===== config.mk =====
export PLATFORM = sky130hd
export DESIGN_NAME = awk_regs
export DESIGN_NICKNAME = d
export VERILOG_FILES = /design/src/awk_pkg.sv /design/src/awk_regs.sv
export SDC_FILE = /design/constraint.sdc
export NUM_CORES = 1
export LEC_CHECK = 0
export ABC_AREA = 1
export BUFFER_PORTS_ARGS = -buffer_cell sky130_fd_sc_hd__buf_4
export CAP_MARGIN = 10
export CORE_UTILIZATION = 35
export CTS_CLUSTER_DIAMETER = 30
export CTS_CLUSTER_SIZE = 10
export DETAILED_ROUTE_END_ITERATION = 7
export PLACE_DENSITY = 0.69
export SLEW_MARGIN = 30
export SYNTH_ARGS = -nofsm -noshare
export SYNTH_HDL_FRONTEND = slang
export SYNTH_SLANG_ARGS = --single-unit

===== constraint.sdc =====
create_clock -name clk -period 1.05 [get_ports clk]
set_input_delay 0 -clock clk [delete_from_list [all_inputs] [get_ports clk]]
set_output_delay 0 -clock clk [all_outputs]
set_load 0.02 [all_outputs]

===== src/awk_pkg.sv =====
//==========================================================
// Function
// - readable mirror of each port queue control
// - no wake output while master enable clear
// - master enable cleared only by standby reset
// - pending flag sets regardless of master enable
// - write one clears pending, zero ignored
// - pending flag cleared only by standby reset
// - per-source flags set on each source event
// - write one clears source flag bits
// - source flags cleared only by standby reset
// - wake asserted when source enabled and master
// - disabled source still recorded, no wake
// - source enables cleared only by standby reset
// - select picks request-to-send or address bit 12
// - select picks clear-to-send or address bit 13
// - select picks terminal-ready or address bit 14
package awk_pkg;
    //==========================================================
    // register offsets
    localparam logic [7:0] OFS_PORT1_MIRROR = 8'hc3;
    localparam logic [7:0] OFS_PORT2_MIRROR = 8'hc4;
    localparam logic [7:0] OFS_MASTER_CTRL  = 8'hc5;
    localparam logic [7:0] OFS_PENDING      = 8'hc6;
    localparam logic [7:0] OFS_SRC_FLAGS    = 8'hc7;
    localparam logic [7:0] OFS_SRC_ENABLES  = 8'hc8;
    localparam logic [7:0] OFS_IRQ_STATUS   = 8'hd0;
    localparam logic [7:0] OFS_IRQ_MASK     = 8'hd1;
    localparam logic [7:0] OFS_PIN_MUX      = 8'hd2;
    //==========================================================
    // fields
    localparam int         BIT_MASTER_EN  = 0;
    localparam int         BIT_PENDING    = 0;
    localparam int         BIT_ADDR_QUAL  = 0;
    localparam logic [7:0] SRC_MASK       = 8'h1e;
    localparam logic [7:0] MIRROR_MASK    = 8'hcf;
    localparam logic [1:0] IRQ_MASK_BITS  = 2'h3;
    //==========================================================
    // reset values
    localparam logic [7:0] RST_REG        = 8'h00;
    localparam logic [1:0] RST_IRQ        = 2'h0;
endpackage


===== src/awk_regs.sv =====
// Decided for this implementation: the address-and-strobe port.
module awk_regs (
    // clock and resets
    input  wire logic       clk,
    input  wire logic       rstn,
    input  wire logic       standby_power_on_reset_n,
    // register port
    input  wire logic [7:0] addr,
    input  wire logic [7:0] wdata,
    input  wire logic       wr,
    input  wire logic       rd,
    output logic      [7:0] rdata,
    // snooped serial port queue control writes
    input  wire logic       port1_queue_ctrl_wr,
    input  wire logic       port2_queue_ctrl_wr,
    input  wire logic [7:0] queue_ctrl_data,
    // wake sources, one-cycle pulses: bit1 port2 ring, bit2 port1 ring, bit3 keyboard, bit4 mouse
    input  wire logic [7:0] wake_events,
    // wake and interrupt outputs
    output logic            wake_out_n,
    output logic            irq,
    // port 2 pins
    input  wire logic       port2_rts_int_n,
    input  wire logic       port2_dtr_int_n,
    input  wire logic       port2_cts_pin_n,
    output logic            port2_request_to_send_n,
    output logic            port2_request_to_send_oe_n,
    input  wire logic       port2_request_to_send_in,
    output logic            port2_terminal_ready_n,
    output logic            port2_terminal_ready_oe_n,
    input  wire logic       port2_terminal_ready_in,
    output logic            port2_clear_to_send_n,
    output logic      [2:0] sa_high
);
    //==========================================================
    // reset synchronisers
    // both resets assert at once and release through two flops
    // the wake registers follow only the standby copy, so a main reset cannot touch them
    logic       rst_sync_n;
    logic       sb_sync_n;

    awk_rst_sync u_main_sync (
        .clk    (clk),
        .arst_n (rstn),
        .srst_n (rst_sync_n)
    );

    awk_rst_sync u_standby_sync (
        .clk    (clk),
        .arst_n (standby_power_on_reset_n),
        .srst_n (sb_sync_n)
    );

    //==========================================================
    // write decode
    // the mirror offsets get no write strobe: a host write there changes nothing
    // one strobe at most per cycle; unmapped writes fall through
    logic       wr_master;
    logic       wr_pend;
    logic       wr_flags;
    logic       wr_en;
    logic       wr_istat;
    logic       wr_imask;
    logic       wr_mux;

    always_comb begin
        wr_master = 1'b0;
        wr_pend   = 1'b0;
        wr_flags  = 1'b0;
        wr_en     = 1'b0;
        wr_istat  = 1'b0;
        wr_imask  = 1'b0;
        wr_mux    = 1'b0;
        if (wr) begin
            if (addr == awk_pkg::OFS_MASTER_CTRL) begin
                wr_master = 1'b1;
            end else if (addr == awk_pkg::OFS_PENDING) begin
                wr_pend = 1'b1;
            end else if (addr == awk_pkg::OFS_SRC_FLAGS) begin
                wr_flags = 1'b1;
            end else if (addr == awk_pkg::OFS_SRC_ENABLES) begin
                wr_en = 1'b1;
            end else if (addr == awk_pkg::OFS_IRQ_STATUS) begin
                wr_istat = 1'b1;
            end else if (addr == awk_pkg::OFS_IRQ_MASK) begin
                wr_imask = 1'b1;
            end else if (addr == awk_pkg::OFS_PIN_MUX) begin
                wr_mux = 1'b1;
            end
        end
    end

    //==========================================================
    // queue control mirrors
    // reserved bits 5:4 are dropped on capture so they always read 0
    // the mirrors sit on the main reset: a main reset forgets them
    logic [7:0] mirror1;
    logic [7:0] mirror2;

    awk_mirror #(
        .KEEP_MASK (awk_pkg::MIRROR_MASK)
    ) u_mirror1 (
        .clk   (clk),
        .rst_n (rst_sync_n),
        .load  (port1_queue_ctrl_wr),
        .din   (queue_ctrl_data),
        .dout  (mirror1)
    );

    awk_mirror #(
        .KEEP_MASK (awk_pkg::MIRROR_MASK)
    ) u_mirror2 (
        .clk   (clk),
        .rst_n (rst_sync_n),
        .load  (port2_queue_ctrl_wr),
        .din   (queue_ctrl_data),
        .dout  (mirror2)
    );

    //==========================================================
    // wake source events
    // only the four source bits count; other event bits are ignored
    // events are one-cycle pulses; a level held high would set a flag every cycle
    logic [7:0] src_ev;
    logic       wake_cond;
    logic       master_en;
    logic [7:0] enables;
    logic       pending;
    logic [7:0] flags;

    assign src_ev    = wake_events & awk_pkg::SRC_MASK;
    assign wake_cond = |(src_ev & enables);

    //==========================================================
    // wake enables, standby domain
    // these survive every reset except the standby one
    always_ff @(posedge clk or negedge sb_sync_n) begin
        if (!sb_sync_n) begin
            master_en <= 1'b0;
        end else if (wr_master) begin
            master_en <= wdata[awk_pkg::BIT_MASTER_EN];
        end
    end

    always_ff @(posedge clk or negedge sb_sync_n) begin
        if (!sb_sync_n) begin
            enables <= awk_pkg::RST_REG;
        end else if (wr_en) begin
            enables <= wdata & awk_pkg::SRC_MASK;
        end
    end

    //==========================================================
    // wake status, standby domain
    // pending only counts enabled sources; the master enable gates the pin alone
    awk_sticky #(
        .WIDTH (1),
        .KEEP  (1'b1)
    ) u_pending (
        .clk      (clk),
        .rst_n    (sb_sync_n),
        .set_bits (wake_cond),
        .clr_wr   (wr_pend),
        .clr_bits (wdata[awk_pkg::BIT_PENDING]),
        .flags    (pending)
    );

    // flags record every source whatever the enables say
    awk_sticky #(
        .WIDTH (8),
        .KEEP  (awk_pkg::SRC_MASK)
    ) u_flags (
        .clk      (clk),
        .rst_n    (sb_sync_n),
        .set_bits (src_ev),
        .clr_wr   (wr_flags),
        .clr_bits (wdata),
        .flags    (flags)
    );

    // open-drain style active-low wake, gated by master enable
    // the pending flag keeps recording with the master enable off, but the pin stays quiet
    assign wake_out_n = !(pending && master_en);

    //==========================================================
    // interrupt: bit0 enabled-source event, bit1 any source event
    logic [1:0] iev;
    logic [1:0] istat;
    logic [1:0] imask;

    assign iev = {|src_ev, wake_cond};

    awk_sticky #(
        .WIDTH (2),
        .KEEP  (awk_pkg::IRQ_MASK_BITS)
    ) u_istat (
        .clk      (clk),
        .rst_n    (rst_sync_n),
        .set_bits (iev),
        .clr_wr   (wr_istat),
        .clr_bits (wdata[1:0]),
        .flags    (istat)
    );

    // mask: same layout as the status bits
    always_ff @(posedge clk or negedge rst_sync_n) begin
        if (!rst_sync_n) begin
            imask <= awk_pkg::RST_IRQ;
        end else if (wr_imask) begin
            imask <= wdata[1:0] & awk_pkg::IRQ_MASK_BITS;
        end
    end

    // level output: high while any unmasked status bit stands
    assign irq = |(istat & imask);

    //==========================================================
    // pin multiplexing
    // the select sits on the main reset, so the pins return to modem use after any main reset
    logic addr_qual_select;

    always_ff @(posedge clk or negedge rst_sync_n) begin
        if (!rst_sync_n) begin
            addr_qual_select <= 1'b0;
        end else if (wr_mux) begin
            addr_qual_select <= wdata[awk_pkg::BIT_ADDR_QUAL];
        end
    end

    always_comb begin
        port2_request_to_send_n = port2_rts_int_n;
        port2_terminal_ready_n  = port2_dtr_int_n;
        if (addr_qual_select) begin
            // address mode: outputs released, the host drives the pins; an open rts or dtr pin reads 0, an open cts pin reads 1
            port2_request_to_send_oe_n = 1'b1;
            port2_terminal_ready_oe_n  = 1'b1;
            port2_clear_to_send_n      = 1'b1;
            sa_high = {port2_terminal_ready_in, port2_cts_pin_n, port2_request_to_send_in};
        end else begin
            // modem mode: outputs driven, clear-to-send passed through
            port2_request_to_send_oe_n = 1'b0;
            port2_terminal_ready_oe_n  = 1'b0;
            port2_clear_to_send_n      = port2_cts_pin_n;
            sa_high                    = 3'h0;
        end
    end

    //==========================================================
    // read data, one cycle after the strobe
    // idle cycles return 0 so a stray sample never shows old data
    // unmapped offsets read 0 as well
    logic [7:0] next_rdata;

    always_comb begin
        next_rdata = 8'h00;
        if (rd) begin
            if (addr == awk_pkg::OFS_PORT1_MIRROR) begin
                next_rdata = mirror1;
            end else if (addr == awk_pkg::OFS_PORT2_MIRROR) begin
                next_rdata = mirror2;
            end else if (addr == awk_pkg::OFS_MASTER_CTRL) begin
                next_rdata = {7'h00, master_en};
            end else if (addr == awk_pkg::OFS_PENDING) begin
                next_rdata = {7'h00, pending};
            end else if (addr == awk_pkg::OFS_SRC_FLAGS) begin
                next_rdata = flags;
            end else if (addr == awk_pkg::OFS_SRC_ENABLES) begin
                next_rdata = enables;
            end else if (addr == awk_pkg::OFS_IRQ_STATUS) begin
                next_rdata = {6'h00, istat};
            end else if (addr == awk_pkg::OFS_IRQ_MASK) begin
                next_rdata = {6'h00, imask};
            end else if (addr == awk_pkg::OFS_PIN_MUX) begin
                next_rdata = {7'h00, addr_qual_select};
            end
        end
    end

    always_ff @(posedge clk or negedge rst_sync_n) begin
        if (!rst_sync_n) begin
            rdata <= 8'h00;
        end else begin
            rdata <= next_rdata;
        end
    end
endmodule // awk_regs

//==========================================================
// two-flop reset release
// assertion passes straight through; only the release waits for the clock
// one instance per reset domain
module awk_rst_sync (
    // clock
    input  wire logic clk,
    // asynchronous reset in
    input  wire logic arst_n,
    // reset released on the clock
    output logic      srst_n
);
    logic stage1;

    always_ff @(posedge clk or negedge arst_n) begin
        if (!arst_n) begin
            stage1 <= 1'b0;
            srst_n <= 1'b0;
        end else begin
            stage1 <= 1'b1;
            srst_n <= stage1;
        end
    end
endmodule // awk_rst_sync

//==========================================================
// write-only register mirror
// captures every snooped write; the host path has no way in
module awk_mirror #(
    parameter logic [7:0] KEEP_MASK = 8'hff
) (
    // clock and reset
    input  wire logic       clk,
    input  wire logic       rst_n,
    // snooped write
    input  wire logic       load,
    input  wire logic [7:0] din,
    // readable copy
    output logic      [7:0] dout
);

    always_ff @(posedge clk or negedge rst_n) begin
        if (!rst_n) begin
            dout <= awk_pkg::RST_REG;
        end else if (load) begin
            dout <= din & KEEP_MASK;
        end
    end
endmodule // awk_mirror

//==========================================================
// sticky flags, write one to clear
// set wins over a clear in the same cycle, so an event is never lost
// keep clears reserved bits so they always read 0
module awk_sticky #(
    parameter int               WIDTH = 8,
    parameter logic [WIDTH-1:0] KEEP  = '1
) (
    // clock and reset
    input  wire logic             clk,
    input  wire logic             rst_n,
    // events
    input  wire logic [WIDTH-1:0] set_bits,
    // software clear
    input  wire logic             clr_wr,
    input  wire logic [WIDTH-1:0] clr_bits,
    // status
    output logic      [WIDTH-1:0] flags
);
    logic [WIDTH-1:0] next_flags;

    always_comb begin
        next_flags = flags;
        if (clr_wr) begin
            next_flags = flags & ~clr_bits;
        end
        next_flags = (next_flags | set_bits) & KEEP;
    end

    always_ff @(posedge clk or negedge rst_n) begin
        if (!rst_n) begin
            flags <= '0;
        end else begin
            flags <= next_flags;
        end
    end
endmodule // awk_sticky


==> metrics.csv <==
stage,metric,value,unit
drt,drtPass1Iterations,4,
hold_path,whs_path_depth,0,
hold_path,hold_class,in2out,
sta,rsz0062_at_grt,true,
die,core,4880,sq um
synthesis,synth_most_common_cell,nand2_1,
clock_network,cts_max_level,2,
die,die_x,74.4,um
synthesis,synthCells,216,
drt,post_drt_wl_per_cell,12.1,um
synthesis,synth_top_area_cell,dfrtp_1,
placement,post_dp_cell_area,2280,sq um
clock_network,insertion_delay,0.29,ns
layout,multiInputGateArea,747,sq um
sta,final-max-slew-violation-count,0,
synthesis,ys_top_cells_by_count,"nand2_1 (47), dfrtp_1 (38), inv_1 (35), o21ai_0 (23), nand3_1 (14)",
layout,nets,335,
worst_setup_path,criticalPathCategory,reg2out,
die,fp-row-count,25,
synthesis,ys_async_sr_fraction,100,%
drt,drc,0,
drt,drt_iter0_drc,111,
placement,routabilityCongestion,0.820,
die,start_util,37.6,%
sta,whs,0.00000775,ns
synthesis,synth_top_cell_area_share,51.8,%
sta,hold_viol_final,0,
worst_setup_path,path_delay_family,flip-flops,
placement,place_hpwl,3.12,mm
worst_setup_path,worstReg2RegStart,addr_qual_select,
grt,grt_overflow,0,
synthesis,synth.distinct_cells,29,
die,die_y,74.4,um
sta,skew,0.00526,ns
grt,grtUsageTotal,17.4,%
clock_network,path_clk_slew,0.07,ns
hold_path,hold_end,port2_terminal_ready_n,
sta,fmax,0.937,GHz
synthesis,synth_seq_cells,38,
synthesis,avgSynthCellArea,8.50,sq um
power,cellLeakagePower,1.34,nW
power,power_density,1240,nW/um^2
worst_setup_path,worstPathCellList,or2_4 > buf_6,
outcome,outcome,"finished, violations left",
layout,final_cell_area,2660,sq um
worst_setup_path,r2r-end,rdata[0],
drt,viasPerCell,4.64,
grt,grt_max_degree,25,
grt,grt_pass1_wl,7.11,mm
grt,antenna_found_initial,0,
worst_setup_path,ff2ff_path_depth,7,
worst_setup_path,r2r_setup_slack,-0.01,ns
worst_setup_path,crit_buf_inv,1,
placement,port_buffers,47,
clock_network,cts_buffers,5,
die,io_pins,62,
worst_setup_path,cp_max_fo,3,
worst_setup_path,cp.arrival,1.07,ns
layout,seqCellArea,951,sq um
layout,n_antenna_cell,0,
clock_network,clock-sinks,38,
worst_setup_path,worstPathRequired,1.05,ns
synthesis,synth-edff-count,0,
worst_setup_path,slowest_delay,0.41,ns
synthesis,synth_seq_area_share,51.8,%
power,peakVddDrop,0.801,mV
clock_network,clockBufferDepth,2,
worst_setup_path,critPathSlowestCell,dfrtp_1,
layout,syn_to_final_growth,44.8,%
drt,ant_nets,0,
grt,grt_pass1_vias,1582,
layout,fin_util,54.5,%
sta,fin_crit,1.07,ns
sta,setup_violations,5,
die,die_area,5540,sq um
clock_network,root_buffer,clkbuf_8,
job,drv_cap,0,
hold_path,hold_path.startpoint,port2_dtr_int_n,
sta,min_period_over_period,102,%
synthesis,yosysWarnings,0,
worst_setup_path,cp-start-kind,flop,
drt,vias,1660,
synthesis,synthFlopType,dfrtp_1,
clock_network,cts_tree,done,
worst_setup_path,end_kind,output port,
synthesis,syn-cell-area,1840,sq um
layout,drive_above_1_share,32.3,%
synthesis,synthTopCellsByArea,"dfrtp_1 (52%), nand2_1 (9.6%), inv_1 (7.2%), o21ai_0 (6.3%), nand3_1 (3.8%)",
layout,filler_cell_count,457,
sta,layout_setup_ws,-0.0174,ns
outcome,failed_checks,negative setup slack,
placement,dp_slack,-0.0736,ns
drt,drt_wl_total,4.33,mm
## cell families (layout without fill, tap and decap cells)
kind of cell / after synthesis / count (layout) / synth area share, %
other: 2 / 3 / 0.409
muxes: 6 / 6 / 3.68
AOI/OAI and AO/OA: 39 / 39 / 11.9
DFF: 38 / 38 / 51.8
and+or+nand+nor: 86 / 86 / 22.2
buffers and inverters: 45 / 119 / 10.0
## per-layer routing
layer  up-vias  wire length [um]  track usage [%]  share of wire, %
met5         -                 0                0                 0
met4         0                64             7.13               1.5
met3         7               247             4.88               5.7
met2        50              2090             27.4                48
met1       773              1930             22.5                44
li1        830                 -                -                 -
## area by class of cell
cell class | count | share of cell area, %
multi-input combinational | 134 | 28.1
clock buffer | 6 | 3.11
tap | 67 | 3.15
sequential | 38 | 35.8
timing repair buffer | 73 | 23.2
inverter | 39 | 5.51
clock inverter | 1 | 1.13
## sequential cells by signal (all words and copies together), names as in the netlist
name                   count
imask                      2
u_mirror2.dout             6
u_main_sync.srst_n         1
u_pending.flags            1
master_en                  1
u_main_sync.stage1         1
u_standby_sync.stage1      1
enables                    4
rdata                      7
addr_qual_select           1
u_flags.flags              4
u_standby_sync.srst_n      1
u_mirror1.dout             6
u_istat.flags              2
## cells in the final DEF (no fill, tap or decap)
| cell | Yosys | final |
|---|---|---|
| o31ai_1 | 3 | 3 |
| o21ai_1 | 8 | 9 |
| inv_1 | 35 | 31 |
| bufinv_16 | 0 | 1 |
| clkbuf_8 | 0 | 6 |
| nand3b_1 | 1 | 1 |
| mux2_2 | 6 | 6 |
| nor2_1 | 11 | 10 |
| nand2_1 | 47 | 44 |
| buf_4 | 4 | 49 |
| a211oi_2 | 1 | 1 |
| a31oi_1 | 1 | 1 |
| nand4_1 | 1 | 1 |
| o21ai_2 | 0 | 1 |
| a221oi_2 | 0 | 1 |
| nand3_2 | 1 | 3 |
| nor2_2 | 1 | 2 |
| nand4_4 | 1 | 1 |
| nand3_1 | 14 | 12 |
| conb_1 | 2 | 3 |
| nand2_4 | 0 | 2 |
| clkinv_1 | 1 | 1 |
| a22o_1 | 1 | 1 |
| nor4_1 | 1 | 1 |
| a21oi_1 | 1 | 1 |
| o21ai_0 | 23 | 21 |
| buf_6 | 0 | 7 |
| or2_4 | 0 | 1 |
| inv_2 | 3 | 7 |
| nand2_2 | 4 | 5 |
| dlygate4sd3_1 | 0 | 17 |
| dfrtp_1 | 38 | 38 |
| nor2_8 | 1 | 1 |
| nor3_1 | 2 | 2 |
## per-stage QoR
stage                     total power [W]  cells  TNS (ns)
after floorplan                   0.00181    217         0
final                             0.00330    358   -0.0337
after detailed placement          0.00199    331   -0.0877
after global routing              0.00346    358    -0.306
after global placement            0.00198    331   -0.0779
after CTS                         0.00333    358   -0.0866
## worst max-delay path by stage
stage,cells after the start,endpoint,slack (ns),startpoint
finish,2,port2_clear_to_send_n,-0.02,addr_qual_select
CTS,7,rdata[0],-0.05,addr_qual_select
detailed placement,4,u_pending.flags,-0.07,enables[3]
global placement,4,u_pending.flags,-0.07,enables[3]
floorplan,6,rdata[0],0.05,addr_qual_select
global route,7,rdata[0],-0.06,addr_qual_select
## what timing repair did
action,4_1_cts,5_1_grt
buffers inserted,3,0
endpoints found under the setup margin,7,8
hold buffers,17,0
resized for setup,10,14
hold endpoints to repair,30,0
gates cloned,0,0
pin swaps,0,6
## power breakdown
group	total (W)	leakage, nW	switching (W)	internal, W
Clock	0.00126	0.0573	0.000503	0.000760
Sequential	0.00158	0.459	0.0000429	0.00154
Combinational	0.000460	0.824	0.000225	0.000235
Total	0.00330	1.34	0.000771	0.00253
No activity file was read; power rests on OpenSTA's default activity.
